## src/video_regs_cfg.svh

```systemverilog
`ifndef VIDEO_REGS_CFG_SVH
`define VIDEO_REGS_CFG_SVH

// ==========================================================
// register indices (byte address = index * 4)
`define IDX_DAC_GAIN 8'h0B
`define IDX_DAC_LOW_POWER 8'h0D
`define IDX_CABLE_DETECT 8'h10
`define IDX_SD_READBACK 8'h12
`define IDX_LUMA_READBACK 8'h13
`define IDX_CHROMA_READBACK 8'h14
`define IDX_CTL_READBACK 8'h16
`define IDX_SOFT_RESET 8'h17
`define IDX_HD_MODE_FIRST 8'h30
`define IDX_HD_MODE_FIFTH 8'h34
`define IDX_IRQ_STATUS 8'h40
`define IDX_IRQ_MASK 8'h41

// ==========================================================
// reset values
`define RST_DAC_GAIN 8'h00
`define RST_DAC_LOW_POWER 3'h0
`define RST_AUTO_PWDN 1'h0
`define RST_HD_MODE_FIRST 8'h00
`define RST_HSYNC_FIELD_SEL 1'h1
`define RST_IRQ_MASK 3'h0

// ==========================================================
// field positions
`define BIT_AUTO_PWDN 4
`define BIT_SOFT_RESET 1
`define BIT_EMBEDDED_SYNC 2
`define BIT_HSYNC_FIELD_SEL 6
`define MSB_OUT_STD 1
`define LSB_OUT_STD 0
`define MSB_INPUT_MODE 7
`define LSB_INPUT_MODE 3

// ==========================================================
// gain decode
`define GAIN_FULL_STEPS 7'h40
`define GAIN_NEG_BIT 7
`define GAIN_SAT_BIT 6

// ==========================================================
// interrupt status bits
`define IRQ_CABLE1 0
`define IRQ_CABLE2 1
`define IRQ_BAD_MODE 2

`endif

```

## src/video_regs_pkg.sv

```systemverilog
package video_regs_pkg;

  // output level standard selected in the first mode register
  typedef enum logic [1:0] {
    OUT_STD_EIA_770_23 = 2'h0,
    OUT_STD_EIA_770_1 = 2'h1,
    OUT_STD_FULL_RANGE = 2'h2,
    OUT_STD_RESERVED = 2'h3
  } out_std_t;

  // coarse class of the selected input format
  typedef enum logic [2:0] {
    FMT_ED = 3'h0,
    FMT_NONSTD = 3'h1,
    FMT_720P = 3'h2,
    FMT_INTERLACED = 3'h3,
    FMT_1080P = 3'h4,
    FMT_1080PSF = 3'h5,
    FMT_RESERVED = 3'h6
  } fmt_class_t;

endpackage : video_regs_pkg

```

## src/gain_if.sv

```systemverilog
`timescale 1ns/1ps
`default_nettype none

// gain code from the register file and its decoded form
interface gain_if;
  logic [7:0] code;
  logic negative;
  logic [6:0] steps;

  modport regs (output code, input negative, input steps);
  modport decoder (input code, output negative, output steps);
endinterface : gain_if

`default_nettype wire

```

## src/pin_sync.sv

```systemverilog
`timescale 1ns/1ps
`default_nettype none

// two-flop synchroniser for pin levels; only stage two is read outside
module pin_sync #(
  parameter int WIDTH = 1
) (
  input wire logic clk_sys,
  input wire logic rst_n,
  input wire logic [WIDTH-1:0] pin_in,
  output logic [WIDTH-1:0] level_out
);
  logic [WIDTH-1:0] meta_reg;

  // first stage feeds only the second stage
  always_ff @(posedge clk_sys or negedge rst_n)
  begin
    if (!rst_n)
    begin
      meta_reg <= '0;
      level_out <= '0;
    end
    else
    begin
      meta_reg <= pin_in;
      level_out <= meta_reg;
    end
  end
endmodule : pin_sync

`default_nettype wire

```

## src/dac_gain_decode.sv

```systemverilog
`timescale 1ns/1ps
`default_nettype none
`include "video_regs_cfg.svh"

// turns the output level code into sign and step count, registered
module dac_gain_decode (
  input wire logic clk_sys,
  input wire logic rst_n,
  gain_if.decoder gain
);
  import video_regs_pkg::*;

  // top bit set: negative, 0xC0 is full scale (64 steps), 0xFF one step
  always_ff @(posedge clk_sys or negedge rst_n)
  begin
    if (!rst_n)
    begin
      gain.negative <= 1'b0;
      gain.steps <= 7'h00;
    end
    else if (gain.code[`GAIN_NEG_BIT])
    begin
      gain.negative <= 1'b1;
      gain.steps <= `GAIN_FULL_STEPS - {1'b0, gain.code[5:0]};
    end
    else
    begin
      gain.negative <= 1'b0;
      // codes 0x40 to 0x7F saturate at full positive scale
      gain.steps <= gain.code[`GAIN_SAT_BIT] ? `GAIN_FULL_STEPS
                                             : {1'b0, gain.code[5:0]};
    end
  end
endmodule : dac_gain_decode

`default_nettype wire

```

## src/video_encoder_dac_status_mode_regs.sv

```systemverilog
`timescale 1ns/1ps
`default_nettype none
`include "video_regs_cfg.svh"

module video_encoder_dac_status_mode_regs (
  input wire logic clk_sys,
  input wire logic rst_n,
  // classic wishbone slave
  input wire logic wb_cyc_i,
  input wire logic wb_stb_i,
  input wire logic wb_we_i,
  input wire logic [9:0] wb_adr_i,
  input wire logic [3:0] wb_sel_i,
  input wire logic [31:0] wb_dat_i,
  output logic [31:0] wb_dat_o,
  output logic wb_ack_o,
  // pins from the video source and the analog front end
  input wire logic [7:0] sd_pix_pin,
  input wire logic [7:0] luma_pix_pin,
  input wire logic [7:0] chroma_pix_pin,
  input wire logic pix_blank_pin,
  input wire logic pix_vsync_pin,
  input wire logic pix_hsync_pin,
  input wire logic sd_vsync_pin,
  input wire logic sd_hsync_pin,
  input wire logic lock_or_serial_out_pin,
  input wire logic [1:0] dac_unconnected_pin,
  // control toward the encoder core
  output logic gain_negative,
  output logic [6:0] gain_steps,
  output logic [2:0] dac_low_power,
  output logic [1:0] dac_auto_off,
  output video_regs_pkg::out_std_t out_std,
  output logic embedded_sync,
  output logic hsync_field_sel,
  output logic [4:0] input_mode,
  output video_regs_pkg::fmt_class_t fmt_class,
  output logic soft_reset_pulse,
  output logic irq
);
  import video_regs_pkg::*;

  // ==========================================================
  // pin synchronisation
  localparam int PIN_W = 32;
  logic [PIN_W-1:0] pin_raw;
  logic [PIN_W-1:0] pin_lvl;
  logic [7:0] sd_lvl;
  logic [7:0] luma_lvl;
  logic [7:0] chroma_lvl;
  logic [5:0] ctl_lvl;
  logic [1:0] unconn_lvl;

  // one wide synchroniser; bus bits may tear but the readback is advisory
  assign pin_raw = {dac_unconnected_pin, lock_or_serial_out_pin, sd_hsync_pin, sd_vsync_pin,
                    pix_hsync_pin, pix_vsync_pin, pix_blank_pin,
                    chroma_pix_pin, luma_pix_pin, sd_pix_pin};

  pin_sync #(
    .WIDTH(PIN_W)
  ) u_pin_sync (
    .clk_sys(clk_sys),
    .rst_n(rst_n),
    .pin_in(pin_raw),
    .level_out(pin_lvl)
  );

  assign sd_lvl = pin_lvl[7:0];
  assign luma_lvl = pin_lvl[15:8];
  assign chroma_lvl = pin_lvl[23:16];
  assign ctl_lvl = pin_lvl[29:24];
  assign unconn_lvl = pin_lvl[31:30];

  // ==========================================================
  // bus decode
  logic [7:0] idx;
  logic req;
  logic wr_fire;
  logic wr_lane0;
  logic [7:0] wdat;
  logic ack_reg;

  assign idx = wb_adr_i[9:2];
  assign req = wb_cyc_i && wb_stb_i && !ack_reg;
  assign wr_fire = req && wb_we_i;
  assign wr_lane0 = wr_fire && wb_sel_i[0];
  assign wdat = wb_dat_i[7:0];

  // one wait state: ack in the cycle after the request is seen
  always_ff @(posedge clk_sys or negedge rst_n)
  begin
    if (!rst_n)
      ack_reg <= 1'b0;
    else
      ack_reg <= req;
  end

  assign wb_ack_o = ack_reg;

  // ==========================================================
  // software reset
  logic sw_rst_reg;

  // pulses for one cycle, then clears itself
  always_ff @(posedge clk_sys or negedge rst_n)
  begin
    if (!rst_n)
      sw_rst_reg <= 1'b0;
    else
      sw_rst_reg <= wr_lane0 && (idx == `IDX_SOFT_RESET) && wdat[`BIT_SOFT_RESET];
  end

  assign soft_reset_pulse = sw_rst_reg;

  // ==========================================================
  // writable registers
  logic [7:0] gain_code_reg;
  logic [2:0] low_power_reg;
  logic auto_pwdn_reg;
  logic [7:0] mode_first_reg;
  logic field_sel_reg;
  logic [2:0] irq_mask_reg;

  // gain code; every register below also falls back on a soft reset
  always_ff @(posedge clk_sys or negedge rst_n)
  begin
    if (!rst_n)
      gain_code_reg <= `RST_DAC_GAIN;
    else if (sw_rst_reg)
      gain_code_reg <= `RST_DAC_GAIN;
    else if (wr_lane0 && idx == `IDX_DAC_GAIN)
      gain_code_reg <= wdat;
  end

  // per-DAC low power enables
  always_ff @(posedge clk_sys or negedge rst_n)
  begin
    if (!rst_n)
      low_power_reg <= `RST_DAC_LOW_POWER;
    else if (sw_rst_reg)
      low_power_reg <= `RST_DAC_LOW_POWER;
    else if (wr_lane0 && idx == `IDX_DAC_LOW_POWER)
      low_power_reg <= wdat[2:0];
  end

  // auto power-down enable, the only writable cable-detect bit
  always_ff @(posedge clk_sys or negedge rst_n)
  begin
    if (!rst_n)
      auto_pwdn_reg <= `RST_AUTO_PWDN;
    else if (sw_rst_reg)
      auto_pwdn_reg <= `RST_AUTO_PWDN;
    else if (wr_lane0 && idx == `IDX_CABLE_DETECT)
      auto_pwdn_reg <= wdat[`BIT_AUTO_PWDN];
  end

  // first mode register, stored whole
  always_ff @(posedge clk_sys or negedge rst_n)
  begin
    if (!rst_n)
      mode_first_reg <= `RST_HD_MODE_FIRST;
    else if (sw_rst_reg)
      mode_first_reg <= `RST_HD_MODE_FIRST;
    else if (wr_lane0 && idx == `IDX_HD_MODE_FIRST)
      mode_first_reg <= wdat;
  end

  // sync pair selection held in the fifth mode register
  always_ff @(posedge clk_sys or negedge rst_n)
  begin
    if (!rst_n)
      field_sel_reg <= `RST_HSYNC_FIELD_SEL;
    else if (sw_rst_reg)
      field_sel_reg <= `RST_HSYNC_FIELD_SEL;
    else if (wr_lane0 && idx == `IDX_HD_MODE_FIFTH)
      field_sel_reg <= wdat[`BIT_HSYNC_FIELD_SEL];
  end

  // interrupt mask
  always_ff @(posedge clk_sys or negedge rst_n)
  begin
    if (!rst_n)
      irq_mask_reg <= `RST_IRQ_MASK;
    else if (sw_rst_reg)
      irq_mask_reg <= `RST_IRQ_MASK;
    else if (wr_lane0 && idx == `IDX_IRQ_MASK)
      irq_mask_reg <= wdat[2:0];
  end

  // ==========================================================
  // gain decoding
  gain_if gain_bus ();

  assign gain_bus.code = gain_code_reg;

  dac_gain_decode u_gain_decode (
    .clk_sys(clk_sys),
    .rst_n(rst_n),
    .gain(gain_bus.decoder)
  );

  // decoder outputs are flip-flops already
  assign gain_negative = gain_bus.negative;
  assign gain_steps = gain_bus.steps;

  // ==========================================================
  // DAC power control
  // DAC 3 has no detector, so it is never powered down automatically
  always_ff @(posedge clk_sys or negedge rst_n)
  begin
    if (!rst_n)
    begin
      dac_low_power <= 3'h0;
      dac_auto_off <= 2'h0;
    end
    else
    begin
      dac_low_power <= low_power_reg;
      dac_auto_off <= auto_pwdn_reg ? unconn_lvl : 2'h0;
    end
  end

  // ==========================================================
  // mode decoding
  logic [4:0] mode_code;
  fmt_class_t fmt_next;

  assign mode_code = mode_first_reg[`MSB_INPUT_MODE:`LSB_INPUT_MODE];

  // class of format; reserved codes are flagged, not acted on
  always_comb
  begin
    unique case (mode_code)
      5'h00, 5'h02, 5'h03, 5'h04: fmt_next = FMT_ED;
      5'h01: fmt_next = FMT_NONSTD;
      5'h05, 5'h06, 5'h07, 5'h08, 5'h09: fmt_next = FMT_720P;
      5'h0A, 5'h0D, 5'h0E: fmt_next = FMT_INTERLACED;
      5'h0F, 5'h10, 5'h11: fmt_next = FMT_1080P;
      5'h12: fmt_next = FMT_1080PSF;
      default: fmt_next = FMT_RESERVED;
    endcase
  end

  // mode outputs toward the timing and output stages
  always_ff @(posedge clk_sys or negedge rst_n)
  begin
    if (!rst_n)
    begin
      out_std <= OUT_STD_EIA_770_23;
      embedded_sync <= 1'b0;
      hsync_field_sel <= `RST_HSYNC_FIELD_SEL;
      input_mode <= 5'h00;
      fmt_class <= FMT_ED;
    end
    else
    begin
      out_std <= out_std_t'(mode_first_reg[`MSB_OUT_STD:`LSB_OUT_STD]);
      embedded_sync <= mode_first_reg[`BIT_EMBEDDED_SYNC];
      hsync_field_sel <= field_sel_reg;
      input_mode <= mode_code;
      fmt_class <= fmt_next;
    end
  end

  // ==========================================================
  // interrupts
  logic [1:0] unconn_prev_reg;
  logic [2:0] irq_event;
  logic [2:0] irq_status_reg;
  logic [2:0] irq_clear;

  // previous cable level, for change detection
  always_ff @(posedge clk_sys or negedge rst_n)
  begin
    if (!rst_n)
      unconn_prev_reg <= 2'h0;
    else
      unconn_prev_reg <= unconn_lvl;
  end

  assign irq_event[`IRQ_CABLE1] = unconn_lvl[0] ^ unconn_prev_reg[0];
  assign irq_event[`IRQ_CABLE2] = unconn_lvl[1] ^ unconn_prev_reg[1];
  // a reserved input mode was written; software should never do this
  assign irq_event[`IRQ_BAD_MODE] = wr_lane0 && (idx == `IDX_HD_MODE_FIRST) &&
                                    (wdat[7:3] == 5'h0B || wdat[7:3] == 5'h0C ||
                                     wdat[7:3] >= 5'h13);
  assign irq_clear = (wr_lane0 && idx == `IDX_IRQ_STATUS) ? wdat[2:0] : 3'h0;

  // write one to clear; a new event in the same cycle wins
  always_ff @(posedge clk_sys or negedge rst_n)
  begin
    if (!rst_n)
      irq_status_reg <= 3'h0;
    else if (sw_rst_reg)
      irq_status_reg <= 3'h0;
    else
      irq_status_reg <= (irq_status_reg & ~irq_clear) | irq_event;
  end

  // level interrupt, registered
  always_ff @(posedge clk_sys or negedge rst_n)
  begin
    if (!rst_n)
      irq <= 1'b0;
    else
      irq <= |(irq_status_reg & irq_mask_reg);
  end

  // ==========================================================
  // read path
  logic [7:0] rdat;

  // reserved bits read zero; unmapped indices read zero and still ack
  always_comb
  begin
    rdat = 8'h00;
    unique case (idx)
      `IDX_DAC_GAIN: rdat = gain_code_reg;
      `IDX_DAC_LOW_POWER: rdat = {5'h00, low_power_reg};
      `IDX_CABLE_DETECT: rdat = {3'h0, auto_pwdn_reg, 2'h0, unconn_lvl};
      `IDX_SD_READBACK: rdat = sd_lvl;
      `IDX_LUMA_READBACK: rdat = luma_lvl;
      `IDX_CHROMA_READBACK: rdat = chroma_lvl;
      `IDX_CTL_READBACK: rdat = {2'h0, ctl_lvl};
      `IDX_SOFT_RESET: rdat = {6'h00, sw_rst_reg, 1'b0};
      `IDX_HD_MODE_FIRST: rdat = mode_first_reg;
      `IDX_HD_MODE_FIFTH: rdat = {1'b0, field_sel_reg, 6'h00};
      `IDX_IRQ_STATUS: rdat = {5'h00, irq_status_reg};
      `IDX_IRQ_MASK: rdat = {5'h00, irq_mask_reg};
      default: rdat = 8'h00;
    endcase
  end

  // read data registered with the ack
  always_ff @(posedge clk_sys or negedge rst_n)
  begin
    if (!rst_n)
      wb_dat_o <= 32'h0000_0000;
    else if (req && !wb_we_i)
      wb_dat_o <= {24'h00_0000, rdat};
  end

endmodule : video_encoder_dac_status_mode_regs

`default_nettype wire

```

## config.mk

```make
export PLATFORM = sky130hd
export DESIGN_NAME = video_encoder_dac_status_mode_regs
export DESIGN_NICKNAME = d
export VERILOG_FILES = /design/src/video_regs_pkg.sv /design/src/gain_if.sv /design/src/pin_sync.sv /design/src/dac_gain_decode.sv /design/src/video_encoder_dac_status_mode_regs.sv
export VERILOG_INCLUDE_DIRS = /design/src
export SDC_FILE = /design/constraint.sdc
export NUM_CORES = 1
export LEC_CHECK = 0
export BUFFER_PORTS_ARGS = -buffer_cell sky130_fd_sc_hd__buf_4
export CAP_MARGIN = 20
export CORE_MARGIN = 2
export CORE_UTILIZATION = 30
export CTS_CLUSTER_SIZE = 25
export DETAILED_ROUTE_END_ITERATION = 8
export SLEW_MARGIN = 20
export SYNTH_ARGS = -nofsm -noshare
export SYNTH_HDL_FRONTEND = slang
export SYNTH_SLANG_ARGS = --single-unit
```

## constraint.sdc

```tcl
create_clock -name clk_sys -period 1.95 [get_ports clk_sys]
set_input_delay 0.2925 -clock clk_sys [delete_from_list [all_inputs] [get_ports clk_sys]]
set_output_delay 0.2925 -clock clk_sys [all_outputs]
set_load 0.02 [all_outputs]
```

==> reports/metrics.csv <==
metric,value,unit
status,finished clean,
antenna_found_initial,0,
cp_max_fo,5,
io_pins,143,
slew_headroom,52.4,%
dpl_cell_area,5920,sq um
area_growth,39.3,%
rsz0062_at_grt,true,
postSynthCellCount,384,
period_minus_slack,1.88,ns
wl,11000,um
finClkSkew,0.00648,ns
critPathMaxStageDelay,0.50,ns
dieArea,17500,sq um
drtIter0Drc,122,
nets,621,
n_fill_cell,1508,
start_util,30.9,%
cts_sinks,129,
grt_pass1_vias,3487,
synth_top_area_share,64.5,%
drv_slew,0,
core,15900,sq um
endpoint_kind,register,
design_area,6870,sq um
grt_pass1_wl,18200,um
yosys_warnings,0,
synth_cell_type_count,48,
dr.pass1.iters,4,
hold_violations,0,
cts_tree,done,
hold_path.class,input pin to register,
die_h,132,um
ir_worst_vdd,0.582,mV
crit_path_top_delay_cell,or3_1,
startpoint_type,register,
path_class,register to register,
cts_buffer_depth,2,
finalSetupViolCount,0,
place_hpwl,8070,um
avgSynthCellArea,12.8,sq um
drive_above_1_share,28.8,%
synth_ff_type,dfrtp_1,
synthArstFlopShare,100,%
via_count,3334,
required,2.23,ns
drv_cap,0,
crit_chain,nand3b_1 > inv_1 > nand3_1 > or3_1 > mux2i_1 > nor2_1,
yosysMostFrequentCell,dfrtp_1,
tightest_slew,0.712,ns
row_count,46,
fin_total_pwr,6.47,mW
fmax,532,MHz
synthTopCellsByCount,"127 x dfrtp_1, 45 x nor2_1, 34 x mux2i_1",
insertion_delay,0.41,ns
grtUsageTotal,13.5,%
grt_max_degree,55,
wire_per_inst,14.5,um
drc,0,
crit_arrival,2.17,ns
synth_top_area_cell,dfrtp_1,
place_congestion,0.900,
synth.area.top_cells,"dfrtp_1 64%, mux2i_1 6.9%, buf_4 3.7%",
htree_levels,4,
synth_seq_cells,129,
powerDensity,943,nW/um^2
ys_seq_area_share,65.6,%
dieWidth,132,um
root_buffer,clkbuf_16,
antenna_left,0,
grt-ovfl-total,0,
syn_area,4930,sq um
period_share,96.5,%
synth_edf_count,0,
cts_buffers,17,
diodes,0,
port_buffers,89,
via_per_inst,4.38,
post_cts_buffers,0,
clk_pin_slew,0.06,ns
p_leak,3.25,nW
==> per-layer routing <==
metal / track usage (%) / share of wire (%)
met5: 0 / 0
met4: 7.43 / 3.3
met3: 3.69 / 5.3
met2: 22.2 / 50
met1: 16.0 / 41
==> where the power goes <==
group,internal [mW],switching [mW]
Clock,2.08,1.13
Combinational,0.209,0.239
Sequential,2.77,0.0384
==> timing repair <==
item / CTS / global route
hold endpoints to repair: 125 / 0
gates resized for setup: 0 / 1
setup endpoints to repair: 0 / 3
hold buffers: 33 / 0
==> cell type report <==
cell class,count,area (sq um),area share (%)
clock buffers,20,457,6.65
clock inverters,12,158,2.30
inverters,9,33.8,0.492
multi-input cells,230,1510,22.0
flip-flops and latches,129,3230,47.1
well taps,216,270,3.94
repair buffers,145,1210,17.6
==> logic make-up (layout without fill, tap and decap cells) <==
family	Yosys count	count (layout)	synth area share (%)
flip-flops	129	129	65.6
AND/OR/NAND/NOR	105	105	10.7
AO/OA/AOI/OAI	48	48	6.65
buffers and inverters	48	186	5.69
multiplexers	41	41	8.74
adder cells (fa/ha/maj)	6	6	1.52
XOR/XNOR	6	6	1.07
other	1	24	0.0761
==> metrics by stage <==
step | setup WS [ns] | TNS (ns) | cells | hold WS (ns) | utilization [%]
6_report | 0.0688 | 0 | 761 | 0.164 | 43.1
5_1_grt | -0.000479 | -0.000479 | 761 | 0.174 | 43.1
4_1_cts | 0.0846 | 0 | 761 | 0.143 | 43.0
3_5_place_dp | -0.222 | -0.678 | 696 | 0.130 | 37.1
3_3_place_gp | -0.168 | -0.496 | 696 | 0.133 | 37.1
2_1_floorplan | -0.169 | -0.508 | 407 | -0.00309 | -
==> path summary, 6_finish.rpt <==
| kind | startpoint | endpoint | slack [ns] | cells after the start |
|---|---|---|---|---|
| max reg2reg | wb_ack_o | irq_mask_reg[0] | 0.07 | 6 |
| min | wb_dat_i[5] | mode_first_reg[5] | 0.16 | 3 |
| min reg2reg | u_pin_sync.meta_reg[25] | u_pin_sync.level_out[25] | 0.34 | 0 |
| max | wb_ack_o | irq_mask_reg[0] | 0.07 | 6 |
| max in group asynchronous | rst_n | unconn_prev_reg[0] | 1.04 | 3 |
| min in group asynchronous | rst_n | input_mode[4] | 0.27 | 2 |
==> worst max-delay path: cells and delay by family, from the launching register on <==
family        cells  cell delay (ns)
buf+inv           1             0.16
flops             1             0.37
mux               1             0.20
simple gates      4             1.03
==> layout by cell type (no fill, tap or decap), drive strengths merged, types with 4 or more instances in the layout <==
cell type and instances:
nand3 9, nand2b 5, and2 5, nand2 15
clkinv 5, o21ai 11, mux2 6, clkbuf 20
a22oi 8, a21oi 9, inv 10, dlygate4sd3 33
buf 112, nor3 4, mux2i 34, dfrtp 127
nor3b 4, nor2 45, ha 6, conb 24
Note: power is estimated with default switching activity, not from simulation.
